===== config.mk =====
export PLATFORM = sky130hd
export DESIGN_NAME = adcsc_setup_ctrl
export DESIGN_NICKNAME = d
export VERILOG_FILES = /design/src/adcsc_setup_ctrl.v
export VERILOG_INCLUDE_DIRS = /design/src /design/src/common
export SDC_FILE = /design/constraint.sdc
export NUM_CORES = 1
export LEC_CHECK = 0
export ABC_AREA = 1
export BUFFER_PORTS_ARGS = -buffer_cell sky130_fd_sc_hd__buf_2
export CAP_MARGIN = 20
export CORE_ASPECT_RATIO = 1.5
export CORE_UTILIZATION = 25
export DETAILED_ROUTE_END_ITERATION = 7
export GPL_TIMING_DRIVEN = 0
export PLACE_DENSITY_LB_ADDON = 0.3
export SLEW_MARGIN = 20
export SYNTH_ARGS = -nofsm -noshare
export SYNTH_HDL_FRONTEND = slang
export SYNTH_SLANG_ARGS = --single-unit

===== constraint.sdc =====
create_clock -name mclk -period 2.9 [get_ports mclk]
set_input_delay 0.29 -clock mclk [delete_from_list [all_inputs] [get_ports mclk]]
set_output_delay 0.29 -clock mclk [all_outputs]
set_load 0.02 [all_outputs]

===== src/common/adcsc_map.vh =====
// register map, field positions and timing constants of the converter setup block
`ifndef ADCSC_MAP_VH
`define ADCSC_MAP_VH

// register select codes
`define ADCSC_RS_COMM      2'h0
`define ADCSC_RS_SETUP     2'h1
`define ADCSC_RS_TEST      2'h2
`define ADCSC_RS_DATA      2'h3

// converter_setup reset value and field positions
`define ADCSC_SETUP_RST    8'h28
`define ADCSC_MODE_HI      7
`define ADCSC_MODE_LO      6
`define ADCSC_MCLK_SEL     5
`define ADCSC_RATE_HI      4
`define ADCSC_RATE_LO      3
`define ADCSC_UNIPOLAR     2
`define ADCSC_BUF_EN       1
`define ADCSC_FILTER_HOLD  0
`define ADCSC_MODE_NORMAL  2'h0

// communications word field positions
`define ADCSC_CW_RS_HI     5
`define ADCSC_CW_RS_LO     4
`define ADCSC_CW_RW        3
`define ADCSC_CW_STBY      2
`define ADCSC_CW_GAIN_HI   1

// output update rates in hz, indexed by {mclk_sel, rate_sel}
`define ADCSC_RATE_0       20
`define ADCSC_RATE_1       25
`define ADCSC_RATE_2       100
`define ADCSC_RATE_3       200
`define ADCSC_RATE_4       50
`define ADCSC_RATE_5       60
`define ADCSC_RATE_6       250
`define ADCSC_RATE_7       500

// word periods until the first word after a filter restart, and calibration length less one word period
`define ADCSC_SETTLE_WORDS 2'h3
`define ADCSC_CAL_WORDS    2'h3

// serial framing
`define ADCSC_BYTE_LAST    5'h07
`define ADCSC_WORD_LAST    5'h0f
`define ADCSC_ONES_LAST    6'h1f
`define ADCSC_CLK_HZ       125000000

`endif


===== src/adcsc_setup_ctrl.v =====
// setup register, serial register port and word timing of the converter
//
// Behaviour
// - reset loads setup register with 28 hex
// - setup register is eight bits, read and write
// - register select 01 addresses setup register
// - clock bit reads one after reset
// - clock bit and rate bits pick rate
// - one new word per notch period
// - unsynchronised step settles within four periods
// - polarity bit zero bipolar, one unipolar
// - buffer bit low bypasses, high inserts buffer
// - filter hold resets filter, calibration, modulator
// - first valid word three periods after release
// - hold leaves interface and low ready alone
// - status bit read equals ready pin level
`timescale 1ns/10ps
`default_nettype none
`include "adcsc_map.vh"

module adcsc_setup_ctrl #(
  parameter CLK_FREQ_HZ = `ADCSC_CLK_HZ
) (
  // clock and reset
  input  wire        mclk,
  input  wire        sys_rst,
  // serial port pins
  input  wire        sclk,
  input  wire        cs_n,
  input  wire        din,
  output wire        dout,
  output wire        dout_oe,
  output wire        result_ready_n,
  // modulator result and analog controls
  input  wire [15:0] sample_word,
  output wire [1:0]  op_mode,
  output wire        mclk_sel,
  output wire [1:0]  update_rate_sel,
  output wire        unipolar,
  output wire        buffer_en,
  output wire        filter_hold,
  output wire        modulator_rst,
  output wire        cal_active,
  output wire        standby,
  output wire [1:0]  gain_sel
);

  // ****************************************************************
  // constants and functions
  // ****************************************************************
  localparam [2:0] ST_COMM = 3'b001;
  localparam [2:0] ST_WR   = 3'b010;
  localparam [2:0] ST_RD   = 3'b100;

  localparam [31:0] PER_0 = CLK_FREQ_HZ / `ADCSC_RATE_0;
  localparam [31:0] PER_1 = CLK_FREQ_HZ / `ADCSC_RATE_1;
  localparam [31:0] PER_2 = CLK_FREQ_HZ / `ADCSC_RATE_2;
  localparam [31:0] PER_3 = CLK_FREQ_HZ / `ADCSC_RATE_3;
  localparam [31:0] PER_4 = CLK_FREQ_HZ / `ADCSC_RATE_4;
  localparam [31:0] PER_5 = CLK_FREQ_HZ / `ADCSC_RATE_5;
  localparam [31:0] PER_6 = CLK_FREQ_HZ / `ADCSC_RATE_6;
  localparam [31:0] PER_7 = CLK_FREQ_HZ / `ADCSC_RATE_7;

  // word period in clock cycles for {mclk_sel, rate_sel}
  function [31:0] word_period;
    input [2:0] code;
    begin
      case (code)
        3'h0:    word_period = PER_0;
        3'h1:    word_period = PER_1;
        3'h2:    word_period = PER_2;
        3'h3:    word_period = PER_3;
        3'h4:    word_period = PER_4;
        3'h5:    word_period = PER_5;
        3'h6:    word_period = PER_6;
        default: word_period = PER_7;
      endcase
    end
  endfunction

  // ****************************************************************
  // pin synchronisers and sclk edges
  // ****************************************************************
  reg [2:0] sclk_q;
  reg [1:0] cs_n_q;
  reg [1:0] din_q;

  always @(posedge mclk) begin
    if (sys_rst) begin
      sclk_q <= 3'h0;
      cs_n_q <= 2'h3;
      din_q  <= 2'h0;
    end else begin
      sclk_q <= {sclk_q[1:0], sclk};
      cs_n_q <= {cs_n_q[0], cs_n};
      din_q  <= {din_q[0], din};
    end
  end

  wire sel    = ~cs_n_q[1];
  wire bit_in = din_q[1];
  wire s_rise = sel & sclk_q[1] & ~sclk_q[2];
  wire s_fall = sel & ~sclk_q[1] & sclk_q[2];

  // ****************************************************************
  // serial register port
  // ****************************************************************
  reg  [2:0]  st_q;
  reg  [4:0]  bit_q;
  reg  [4:0]  last_q;
  reg  [15:0] sh_q;
  reg  [5:0]  ones_q;
  reg  [1:0]  rs_q;
  reg         stby_q;
  reg  [1:0]  gain_q;
  reg         dout_q;
  reg         setup_wr_q;
  reg  [7:0]  setup_wdata_q;
  reg         data_rd_q;
  reg  [7:0]  setup_q;
  reg  [15:0] data_q;
  reg         rdy_n_q;

  wire [7:0] cw_new = {sh_q[6:0], bit_in};
  wire [1:0] rs_new = cw_new[`ADCSC_CW_RS_HI:`ADCSC_CW_RS_LO];

  // value presented for a read of the newly selected register
  reg [15:0] rd_val;
  always @* begin
    case (rs_new)
      `ADCSC_RS_COMM:  rd_val = {rdy_n_q, 1'b0, rs_new, 1'b1,
                                 cw_new[`ADCSC_CW_STBY], cw_new[`ADCSC_CW_GAIN_HI:0],
                                 8'h00};
      `ADCSC_RS_SETUP: rd_val = {setup_q, 8'h00};
      `ADCSC_RS_DATA:  rd_val = data_q;
      default:         rd_val = 16'h0000;
    endcase
  end

  always @(posedge mclk) begin
    if (sys_rst) begin
      st_q          <= ST_COMM;
      bit_q         <= 5'h00;
      last_q        <= `ADCSC_BYTE_LAST;
      sh_q          <= 16'h0000;
      ones_q        <= 6'h00;
      rs_q          <= `ADCSC_RS_COMM;
      stby_q        <= 1'b0;
      gain_q        <= 2'h0;
      dout_q        <= 1'b0;
      setup_wr_q    <= 1'b0;
      setup_wdata_q <= 8'h00;
      data_rd_q     <= 1'b0;
    end else begin
      setup_wr_q <= 1'b0;
      data_rd_q  <= 1'b0;
      if (!sel) begin
        bit_q <= 5'h00;
      end else if (s_fall && st_q == ST_RD) begin
        dout_q <= sh_q[15];
      end else if (s_rise) begin
        ones_q <= bit_in ? ones_q + 6'h01 : 6'h00;
        if (bit_in && ones_q == `ADCSC_ONES_LAST) begin
          // 32 ones in a row put the port back to the communications write
          st_q   <= ST_COMM;
          bit_q  <= 5'h00;
          ones_q <= 6'h00;
        end else begin
          case (st_q)
            ST_COMM: begin
              if (bit_q != 5'h00 || !bit_in) begin
                sh_q  <= {sh_q[14:0], bit_in};
                bit_q <= bit_q + 5'h01;
                if (bit_q == `ADCSC_BYTE_LAST) begin
                  bit_q  <= 5'h00;
                  rs_q   <= rs_new;
                  stby_q <= cw_new[`ADCSC_CW_STBY];
                  gain_q <= cw_new[`ADCSC_CW_GAIN_HI:0];
                  last_q <= (rs_new == `ADCSC_RS_DATA) ? `ADCSC_WORD_LAST
                                                       : `ADCSC_BYTE_LAST;
                  if (cw_new[`ADCSC_CW_RW]) begin
                    st_q   <= ST_RD;
                    sh_q   <= rd_val;
                    dout_q <= rd_val[15];
                  end else begin
                    st_q <= ST_WR;
                  end
                end
              end
            end
            ST_WR: begin
              sh_q  <= {sh_q[14:0], bit_in};
              bit_q <= bit_q + 5'h01;
              if (bit_q == last_q) begin
                st_q  <= ST_COMM;
                bit_q <= 5'h00;
                if (rs_q == `ADCSC_RS_SETUP) begin
                  setup_wr_q    <= 1'b1;
                  setup_wdata_q <= cw_new;
                end
              end
            end
            ST_RD: begin
              sh_q  <= {sh_q[14:0], 1'b0};
              bit_q <= bit_q + 5'h01;
              if (bit_q == last_q) begin
                st_q      <= ST_COMM;
                bit_q     <= 5'h00;
                data_rd_q <= (rs_q == `ADCSC_RS_DATA);
              end
            end
            default: st_q <= ST_COMM;
          endcase
        end
      end
    end
  end

  // ****************************************************************
  // setup register, word timer, settling and calibration
  // ****************************************************************
  reg  [31:0] tmr_q;
  reg  [1:0]  settle_q;
  reg         cal_q;

  wire        hold_w = setup_q[`ADCSC_FILTER_HOLD];
  wire [31:0] period = word_period(setup_q[`ADCSC_MCLK_SEL:`ADCSC_RATE_LO]);
  wire        tick   = (tmr_q == period - 32'h1);

  always @(posedge mclk) begin
    if (sys_rst) begin
      setup_q  <= `ADCSC_SETUP_RST;
      tmr_q    <= 32'h0;
      settle_q <= `ADCSC_SETTLE_WORDS;
      cal_q    <= 1'b0;
      data_q   <= 16'h0000;
      rdy_n_q  <= 1'b1;
    end else begin
      if (data_rd_q)
        rdy_n_q <= 1'b1;
      if (setup_wr_q) begin
        setup_q <= setup_wdata_q;
        tmr_q   <= 32'h0;
        if (setup_wdata_q[`ADCSC_MODE_HI:`ADCSC_MODE_LO] != `ADCSC_MODE_NORMAL) begin
          cal_q    <= 1'b1;
          settle_q <= `ADCSC_CAL_WORDS;
          rdy_n_q  <= 1'b1;
        end else begin
          cal_q    <= 1'b0;
          settle_q <= `ADCSC_SETTLE_WORDS;
        end
      end else if (hold_w) begin
        // a running calibration keeps its flag and starts over on release
        tmr_q    <= 32'h0;
        settle_q <= `ADCSC_SETTLE_WORDS;
      end else if (tick) begin
        tmr_q <= 32'h0;
        // the last settling period already yields a word, except during calibration
        if (settle_q > 2'h1 || (cal_q && settle_q == 2'h1)) begin
          settle_q <= settle_q - 2'h1;
        end else begin
          settle_q <= 2'h0;
          data_q  <= sample_word;
          rdy_n_q <= 1'b0;
          if (cal_q) begin
            cal_q <= 1'b0;
            setup_q[`ADCSC_MODE_HI:`ADCSC_MODE_LO] <= `ADCSC_MODE_NORMAL;
          end
        end
      end else begin
        tmr_q <= tmr_q + 32'h1;
      end
    end
  end

  // ****************************************************************
  // outputs
  // ****************************************************************
  assign dout            = dout_q;
  assign dout_oe         = sel & (st_q == ST_RD);
  assign result_ready_n  = rdy_n_q;
  assign op_mode         = setup_q[`ADCSC_MODE_HI:`ADCSC_MODE_LO];
  assign mclk_sel        = setup_q[`ADCSC_MCLK_SEL];
  assign update_rate_sel = setup_q[`ADCSC_RATE_HI:`ADCSC_RATE_LO];
  assign unipolar        = setup_q[`ADCSC_UNIPOLAR];
  assign buffer_en       = setup_q[`ADCSC_BUF_EN];
  assign filter_hold     = hold_w;
  assign modulator_rst   = hold_w;
  assign cal_active      = cal_q;
  assign standby         = stby_q;
  assign gain_sel        = gain_q;

endmodule

`default_nettype wire


==> implementation parameters, run 1 <==
Parameter                              Value

Place
  Number of buffers added on ports ... 36
  Placed wire-length estimate after detailed placement ... approximately 13,000 um
  Weighted congestion at the end of routability-driven global placement ... between 0.8 and 0.9
  Number of placed instances with taps included ... 1,142
  Dpl cell area ... 6160 um^2

Pwr
  Maximum VDD drop ... 0.000435 V
  Total power per unit cell area ... 545 nW/um^2
  Total power consumption of the routed design ... 3.67 mW
  Static leakage power ... roughly 2.8 nW

Cells and area
  Final instance area ... about 6700 um^2
  Commonest cells after routing, fill and taps aside ... sky130_fd_sc_hd__nand2_1, sky130_fd_sc_hd__nor2_1, sky130_fd_sc_hd__dfxtp_1, sky130_fd_sc_hd__inv_1, sky130_fd_sc_hd__o21ai_0
  Layout cells sized above 1 ... 0.120
  Area overhead of the layout relative to synthesis ... 19.4%
  NumNets Final ... 915
  Number of inserted diodes ... 0
  Commonest non-fill, non-tap cell in the layout ... sky130_fd_sc_hd__nand2_1
  Final core utilization ... 0.307
  Number of standard cells in the layout, taps in and fillers out ... ~1,200

Synth
  Post-synth ARST share ... 0
  Post-synthesis cell area ... 5640 um^2
  Number of synthesis warnings ... 0
  Number of enable flip-flop cells after synthesis ... 0
  Cells after Synth ... 834
  Sequential element share of the synthesized area ... 0.405
  Distinct cells, synth ... 37
  Mapped Nets ... 860
  Post-synthesis area per instance ... just under 7 um^2
  Dominant synthesized flop cell ... sky130_fd_sc_hd__dfxtp_1
  Synthesis-stage register bit count ... 114

Clocking
  TritonCTS clock tree ... built
  CTS Buf Count ... 17
  Clock latency reported for the late side of the worst-skew pair ... between 400 and 500 ps
  # H-tree levels ... 4
  Clk sink count ... 114
  Number of buffers on the longest clock path ... 2
  Clock transition at the registers of the reported paths ... 60 ps
  Number of buffers inserted to repair setup after CTS ... 0
  Hold buffer count at CTS ... 0
  Clock tree root driver cell ... sky130_fd_sc_hd__clkbuf_16

Setup path
  Required arrival time at the worst endpoint ... 3200 ps
  Crit Path Category ... flip-flop to flip-flop
  Setup crit start kind ... flip-flop
  Crit Path Max Fanout ... 10
  Critical path arrival ... 2960 ps
  Endpoint type of the worst setup path ... flip-flop
  Worst r2r src ... setup_q[4]
  Worst reg2reg setup slack ... 240 ps
  Worst reg2reg path depth ... 16
  Worst R2R End ... data_q[11]

STA
  Fmax ... about 380 MHz
  Final hold violation count ... 0
  Slew at the pin closest to its max-slew limit ... 631 ps
  Final total negative setup slack ... 0 ps
  # setup viols final ... 0
  Clock skew ... a little over 10 ps
  Unrepaired setup endpoints after global routing ... false
  Time the final worst path needs with I/O delays and setup ... 2660 ps
  Period Utilization, post-route ... 0.917
  Final-report max-slew violation count ... 0
  Worst rel slew slack ... 0.578

Status
  Result of the run ... complete, no violations

Floorplanning
  Floorplan die area ... between 20,000 and 25,000 um^2
  DIE HEIGHT ... 186 um
  Die X ... ~120 um
  Ports placed on the boundary ... 37
  Starting Density ... 0.258
  Number of standard-cell rows in the floorplan ... 66
  Core area ... 21,900 um^2

Worst hold path
  Hold Crit Start ... cs_n
  Kind of path behind the tightest hold check ... primary input to flip-flop
  Number of cells on the worst hold path ... 2
  Worst-case hold path end point ... cs_n_q[0]

Detailed routing
  Routed wire length on met2 ... 9030 um
  Number of search-and-repair iterations in the first detailed-routing pass ... 4
  Mean routed wirelength per cell ... 14.4 um
  Final antenna-violating net count ... 0
  Via density per instance ... 4.70
  Post-Route M1 WL ... approximately 6600 um
  Via count ... 5,515
  DR iter-0 viols ... 189
  Highest routing layer actually used ... met4
  Met3 layer wire length in the routed design ... about 580 um
  Number of remaining DRC errors ... 0
  Wirelength, routed ... 16,900 um

Run
  Number of maximum-capacitance constraint violations ... 0

Global route
  Congestion Overflow GR ... 0
  Wire length of the first global-routing pass ... ~27,000 um
  Via count of the first global-routing pass ... about 5,300
  Pin count of the biggest net entering global routing ... 17
  All-layer global routing usage ... 0.151
  Initial antenna violation count ... 0
Yosys cell counts (4+ instances only):
cell type	instances	area, um^2
sky130_fd_sc_hd__a21oi_1	51	255
sky130_fd_sc_hd__dfxtp_1	114	2280
sky130_fd_sc_hd__a211oi_1	5	37.5
sky130_fd_sc_hd__nand2_1	194	728
sky130_fd_sc_hd__buf_6	4	45.0
sky130_fd_sc_hd__a31oi_1	5	31.3
sky130_fd_sc_hd__xor2_1	11	96.3
sky130_fd_sc_hd__buf_2	5	25.0
sky130_fd_sc_hd__ha_1	5	62.6
sky130_fd_sc_hd__nor4_1	6	37.5
sky130_fd_sc_hd__nor3b_1	7	52.6
sky130_fd_sc_hd__clkbuf_1	9	33.8
sky130_fd_sc_hd__inv_1	92	345
sky130_fd_sc_hd__nand3_1	45	225
sky130_fd_sc_hd__buf_4	6	45.0
sky130_fd_sc_hd__o21ai_0	55	275
sky130_fd_sc_hd__nor3_1	29	145
sky130_fd_sc_hd__a221oi_1	7	61.3
sky130_fd_sc_hd__nor2_1	135	507
sky130_fd_sc_hd__or2_2	9	56.3
sky130_fd_sc_hd__nand4_1	13	81.3
sequential cells by signal (all words and copies together) (netlist names), 5 cells and up:
register	cells
ones_q	6
setup_q	8
sh_q	16
data_q	16
setup_wdata_q	8
tmr_q	32
bit_q	5
timing repair:
action | CTS | global route
endpoints found under the hold margin | 0 | 0
endpoints found under the setup margin | 1 | 3
gates resized for setup | 1 | 1
worst max-delay path by stage:
| stage | end | cells after the start | startpoint |
|---|---|---|---|
| after CTS | data_q[11] | 16 | setup_q[4] |
| after detailed placement | data_q[11] | 15 | setup_q[3] |
| after global routing | data_q[11] | 16 | setup_q[4] |
| after global placement | data_q[11] | 15 | setup_q[3] |
| after floorplan | data_q[10] | 15 | setup_q[3] |
| final | data_q[11] | 16 | setup_q[4] |
metrics by stage:
step,hold slack (ps),setup slack (ps)
6_report,56.2,241
5_1_grt,45.1,20.1
4_1_cts,38.7,64.1
3_5_place_dp,400,4.86
3_3_place_gp,398,-6.67
2_1_floorplan,388,641
area by class of cell:
class / instances / area, um^2
Clock inverter: 12 / 109
Multi-Input combinational cell: 600 / 2850
Inverter: 96 / 360
Timing Repair Buffer: 36 / 180
Buffer: 24 / 149
Sequential cell: 114 / 2280
Tap cell: 272 / 340
Fill cell: 2406 / 15200
Clock buffer: 20 / 457
routing by layer:
layer | vias up | track usage
met3 | 41 | 0.0279
met1 | 2532 | 0.150
met4 | 0 | 0.0892
met5 | - | 0
li1 | 2825 | -
met2 | 117 | 0.289
logic make-up after synthesis:
family / after synthesis / synth area share
fa+ha+maj: 5 / 0.0111
buf+inv: 120 / 0.0903
flops: 114 / 0.405
compound gates: 133 / 0.129
xor+xnor: 12 / 0.0186
simple gates: 450 / 0.346
critical path, cell delays in order (launching register included):
cell and delay [ps]:
sky130_fd_sc_hd__dfxtp_1 320, sky130_fd_sc_hd__buf_4 180, sky130_fd_sc_hd__inv_2 140, sky130_fd_sc_hd__nand3_2 140, sky130_fd_sc_hd__ha_1 350, sky130_fd_sc_hd__inv_1 40
sky130_fd_sc_hd__nand2_1 50, sky130_fd_sc_hd__nand2_1 40, sky130_fd_sc_hd__nor2_1 110, sky130_fd_sc_hd__nand2_1 90, sky130_fd_sc_hd__nor2_1 110, sky130_fd_sc_hd__nand3_1 140
sky130_fd_sc_hd__nor2_4 200, sky130_fd_sc_hd__nand4_4 170, sky130_fd_sc_hd__buf_2 240, sky130_fd_sc_hd__nor2_1 150, sky130_fd_sc_hd__nor2_1 60
report_power, final:
part | leakage [nW] | switching, mW | internal [mW] | total [mW]
sequential | 0.920 | 0.00747 | 1.58 | 1.58
clock | 0.276 | 0.774 | 1.22 | 2.00
combinational | 1.63 | 0.0580 | 0.0295 | 0.0875
total | 2.83 | 0.839 | 2.83 | 3.67
Power figures use the tool's default switching activity.
==> inputs of run 2 (changes only) <==
Clock period 2.9 ns to 2.5 ns, I/O delays scaled along.
==> run 2 against run 1 <==
Against the previous run:
- design area is 3.7% higher
- die area stayed put
- setup slack worse by 88 ps
- wire length is 1.5% higher
- total power is 16% higher
- register-to-register slack worse by 90 ps
- cell count is 1.2% higher
- utilization is 1.1 points higher
- flip-flop and latch count stayed put
- critical endpoint unchanged
==> implementation parameters, run 2 (same netlist as run 1, synthesis figures left out) <==
Parameter                              Value

STA
  Final hold violation count ... 0 (unchanged)
  Final-report max-slew violation count ... 0 (unchanged)
  Clock skew ... 8.93 ps (-1.32 ps)
  Fmax ... 426 MHz (+13%)
  Period Utilization, post-route ... 0.939 (+0.0220)
  Time the final worst path needs with I/O delays and setup ... 2350 ps (-312 ps)
  Worst rel slew slack ... 0.606 (+0.0280)
  Slew at the pin closest to its max-slew limit ... 587 ps (-44.2 ps)
  # setup viols final ... 0 (unchanged)

Setup path
  Crit Path Max Fanout ... 7 (-3)
  Critical path arrival ... 2700 ps (-260 ps)
  Required arrival time at the worst endpoint ... 2850 ps (-350 ps)
  Crit Path Category ... flip-flop to flip-flop
  Endpoint type of the worst setup path ... flip-flop
  Worst reg2reg setup slack ... 150 ps (-90 ps)
  Worst r2r src ... setup_q[4]
  Worst R2R End ... data_q[11]
  CP startpoint ... setup_q[4]
  Setup crit start kind ... flip-flop
  Worst reg2reg path depth ... 17 (+1)

Pwr
  Combinational cell fraction of total power ... 0.025 (about the same)
  Sequential power share ... 0.432 (about the same)
  Internal portion of total power ... 3.28 mW (+16%)
  Total power consumption of the routed design ... 4.25 mW (+16%)
  Power spent charging and discharging nets ... 0.971 mW (+16%)
  Total power per unit cell area ... 609 nW/um^2 (+12%)
  Static leakage power ... 2.92 nW (+3.3%)
  Maximum VDD drop ... 0.000503 V (+16%)
  Part of the total power dissipated in the clock network ... 0.543 (about the same)
  Sw frac ... 0.228 (-0.000572)

Place
  Weighted congestion at the end of routability-driven global placement ... 0.878 (unchanged)
  Placed wire-length estimate after detailed placement ... 12,900 um (unchanged)
  Dpl cell area ... 6160 um^2 (unchanged)
  Number of buffers added on ports ... 36 (unchanged)

Global route
  Pin count of the biggest net entering global routing ... 17 (unchanged)
  Grt met1 use ... 0.151 (+0.000706)
  Via count of the first global-routing pass ... 5,354 (+0.71%)
  Global routing met3 resource utilization ... 0.0273 (-0.000575)
  Wire length of the first global-routing pass ... 27,200 um (+0.69%)
  Met2 usage ... 0.292 (+0.00331)
  Congestion Overflow GR ... 0 (unchanged)
  Initial antenna violation count ... 0 (unchanged)
  All-layer global routing usage ... 0.151 (+0.000741)
  Gr busiest metal ... met2

Detailed routing
  Via count ... 5,588 (+1.3%)
  Wirelength, routed ... 17,100 um (+1.5%)
  Via density per instance ... 4.70 (+0.13%)
  Number of remaining DRC errors ... 0 (unchanged)
  DR iter-0 viols ... 180 (-4.8%)
  Number of search-and-repair iterations in the first detailed-routing pass ... 5 (+1)
  Final antenna-violating net count ... 0 (unchanged)
  Mean routed wirelength per cell ... 14.4 um (+0.32%)

Cells and area
  NumNets Final ... 929 (+1.5%)
  Final instance area ... 6980 um^2 (+3.7%)
  Area overhead of the layout relative to synthesis ... 23.8%
  Largest Register ... tmr_q
  Number of flip-flops under the largest register name ... 32 (unchanged)
  Biggest registers after layout ... tmr_q (32), data_q (16), sh_q (16)
  Layout cells sized above 1 ... 0.147 (+0.0276)
  Number of inserted diodes ... 0 (unchanged)
  Commonest non-fill, non-tap cell in the layout ... sky130_fd_sc_hd__nand2_1
  Commonest cells after routing, fill and taps aside ... sky130_fd_sc_hd__nand2_1, sky130_fd_sc_hd__nor2_1, sky130_fd_sc_hd__dfxtp_1, sky130_fd_sc_hd__inv_1, sky130_fd_sc_hd__o21ai_0

Clocking
  # H-tree levels ... 4 (unchanged)
  CTS Buf Count ... 17 (unchanged)
  Clock latency reported for the late side of the worst-skew pair ... 420 ps (about the same)
  TritonCTS clock tree ... built
  Clock tree root driver cell ... sky130_fd_sc_hd__clkbuf_16
  Clk sink count ... 114 (unchanged)
  Clock transition at the registers of the reported paths ... 50 ps (about the same)
  Number of buffers on the longest clock path ... 2 (unchanged)

Floorplanning
  Die X ... 125 um (unchanged)
  Number of standard-cell rows in the floorplan ... 66 (unchanged)
  Core area ... 21,900 um^2 (unchanged)
  DIE HEIGHT ... 186 um (unchanged)
  Floorplan die area ... 23,200 um^2 (unchanged)
  Ports placed on the boundary ... 37 (unchanged)
  Starting Density ... 0.258 (unchanged)

Status
  Result of the run ... complete, no violations

Run
  Number of maximum-capacitance constraint violations ... 0 (unchanged)

Worst hold path
  Number of cells on the worst hold path ... 3 (+1)
  Worst-case hold path end point ... sclk_q[0]
  Kind of path behind the tightest hold check ... primary input to flip-flop
  Hold Crit Start ... sclk
==> run 2: cell types whose count changed in the layout (fill, tap and decap cells not counted), moves of 3 or more <==
cell / before / now
sky130_fd_sc_hd__nand3_1: 44 / 41
sky130_fd_sc_hd__buf_4: 6 / 14
sky130_fd_sc_hd__buf_8: 0 / 3
sky130_fd_sc_hd__nand2_1: 194 / 191
sky130_fd_sc_hd__nor2_1: 135 / 130
sky130_fd_sc_hd__nand2_2: 3 / 6
sky130_fd_sc_hd__nor2_2: 3 / 8
==> run 2: worst max-delay path by stage <==
stage                       to  cells after the start
floorplan           data_q[10]                     15
global placement    data_q[11]                     15
detailed placement  data_q[11]                     15
CTS                 data_q[11]                     17
global route        data_q[10]                     17
finish              data_q[11]                     17
==> run 2: critical path: stages (launching register included) <==
cell and delay, ps:
sky130_fd_sc_hd__dfxtp_2 320, sky130_fd_sc_hd__buf_8 140, sky130_fd_sc_hd__clkinv_8 60, sky130_fd_sc_hd__nand3_4 90, sky130_fd_sc_hd__ha_4 290, sky130_fd_sc_hd__inv_1 30
sky130_fd_sc_hd__nand2_1 50, sky130_fd_sc_hd__nand2_1 60, sky130_fd_sc_hd__nor2_2 120, sky130_fd_sc_hd__nand2_1 90, sky130_fd_sc_hd__nor2_2 130, sky130_fd_sc_hd__nand3_2 100
sky130_fd_sc_hd__nor2_4 180, sky130_fd_sc_hd__nand4_4 190, sky130_fd_sc_hd__clkbuf_16 230, sky130_fd_sc_hd__nand2_1 50, sky130_fd_sc_hd__nand2_1 40, sky130_fd_sc_hd__nor2_1 90
==> run 2: cell type report <==
class	instances	area, um^2
fill	2379	14900
multi-input combinational	600	2910
sequential	114	2290
clock buffer	20	457
inverter	96	375
tap	272	340
timing repair buffer	51	313
buffer	23	183
clock inverter	12	109
==> run 2: timing repair <==
action	4_1_cts	5_1_grt
endpoints found under the setup margin	51	58
hold endpoints to repair	1	0
hold buffers	1	0
gates cloned	1	1
gates resized for setup	18	20
pin swaps	1	6
buffers inserted	1	11
==> run 2: through the flow <==
| stage | setup WS [ps] | util | cells | hold WS [ps] | setup TNS [ps] |
|---|---|---|---|---|---|
| finish | 153 | 0.319 | 1188 | 35.4 | 0 |
| global route | -9.67 | 0.319 | 1188 | 39.0 | -16.2 |
| CTS | 5.95 | 0.311 | 1177 | 25.7 | 0 |
| detailed placement | -395 | 0.281 | 1142 | 400 | -13140 |
| global placement | -407 | 0.281 | 1142 | 398 | -13690 |
| floorplan | 241 | - | 834 | 354 | 0 |
==> run 2: per-layer routing <==
metal / wire length, um / part of all wire
met5: 0 / 0
met4: 678 / 0.040
met3: 693 / 0.040
met2: 9120 / 0.53
met1: 6630 / 0.39
==> run 2: power groups by stage <==
stage	Clock (mW)	Sequential, mW	Combinational (mW)
2_1_floorplan	0	1.87	0.0573
3_3_place_gp	0	1.88	0.103
5_1_grt	2.44	1.84	0.119
6_report	2.31	1.84	0.107
4_1_cts	2.36	1.84	0.107
3_5_place_dp	0	1.88	0.103
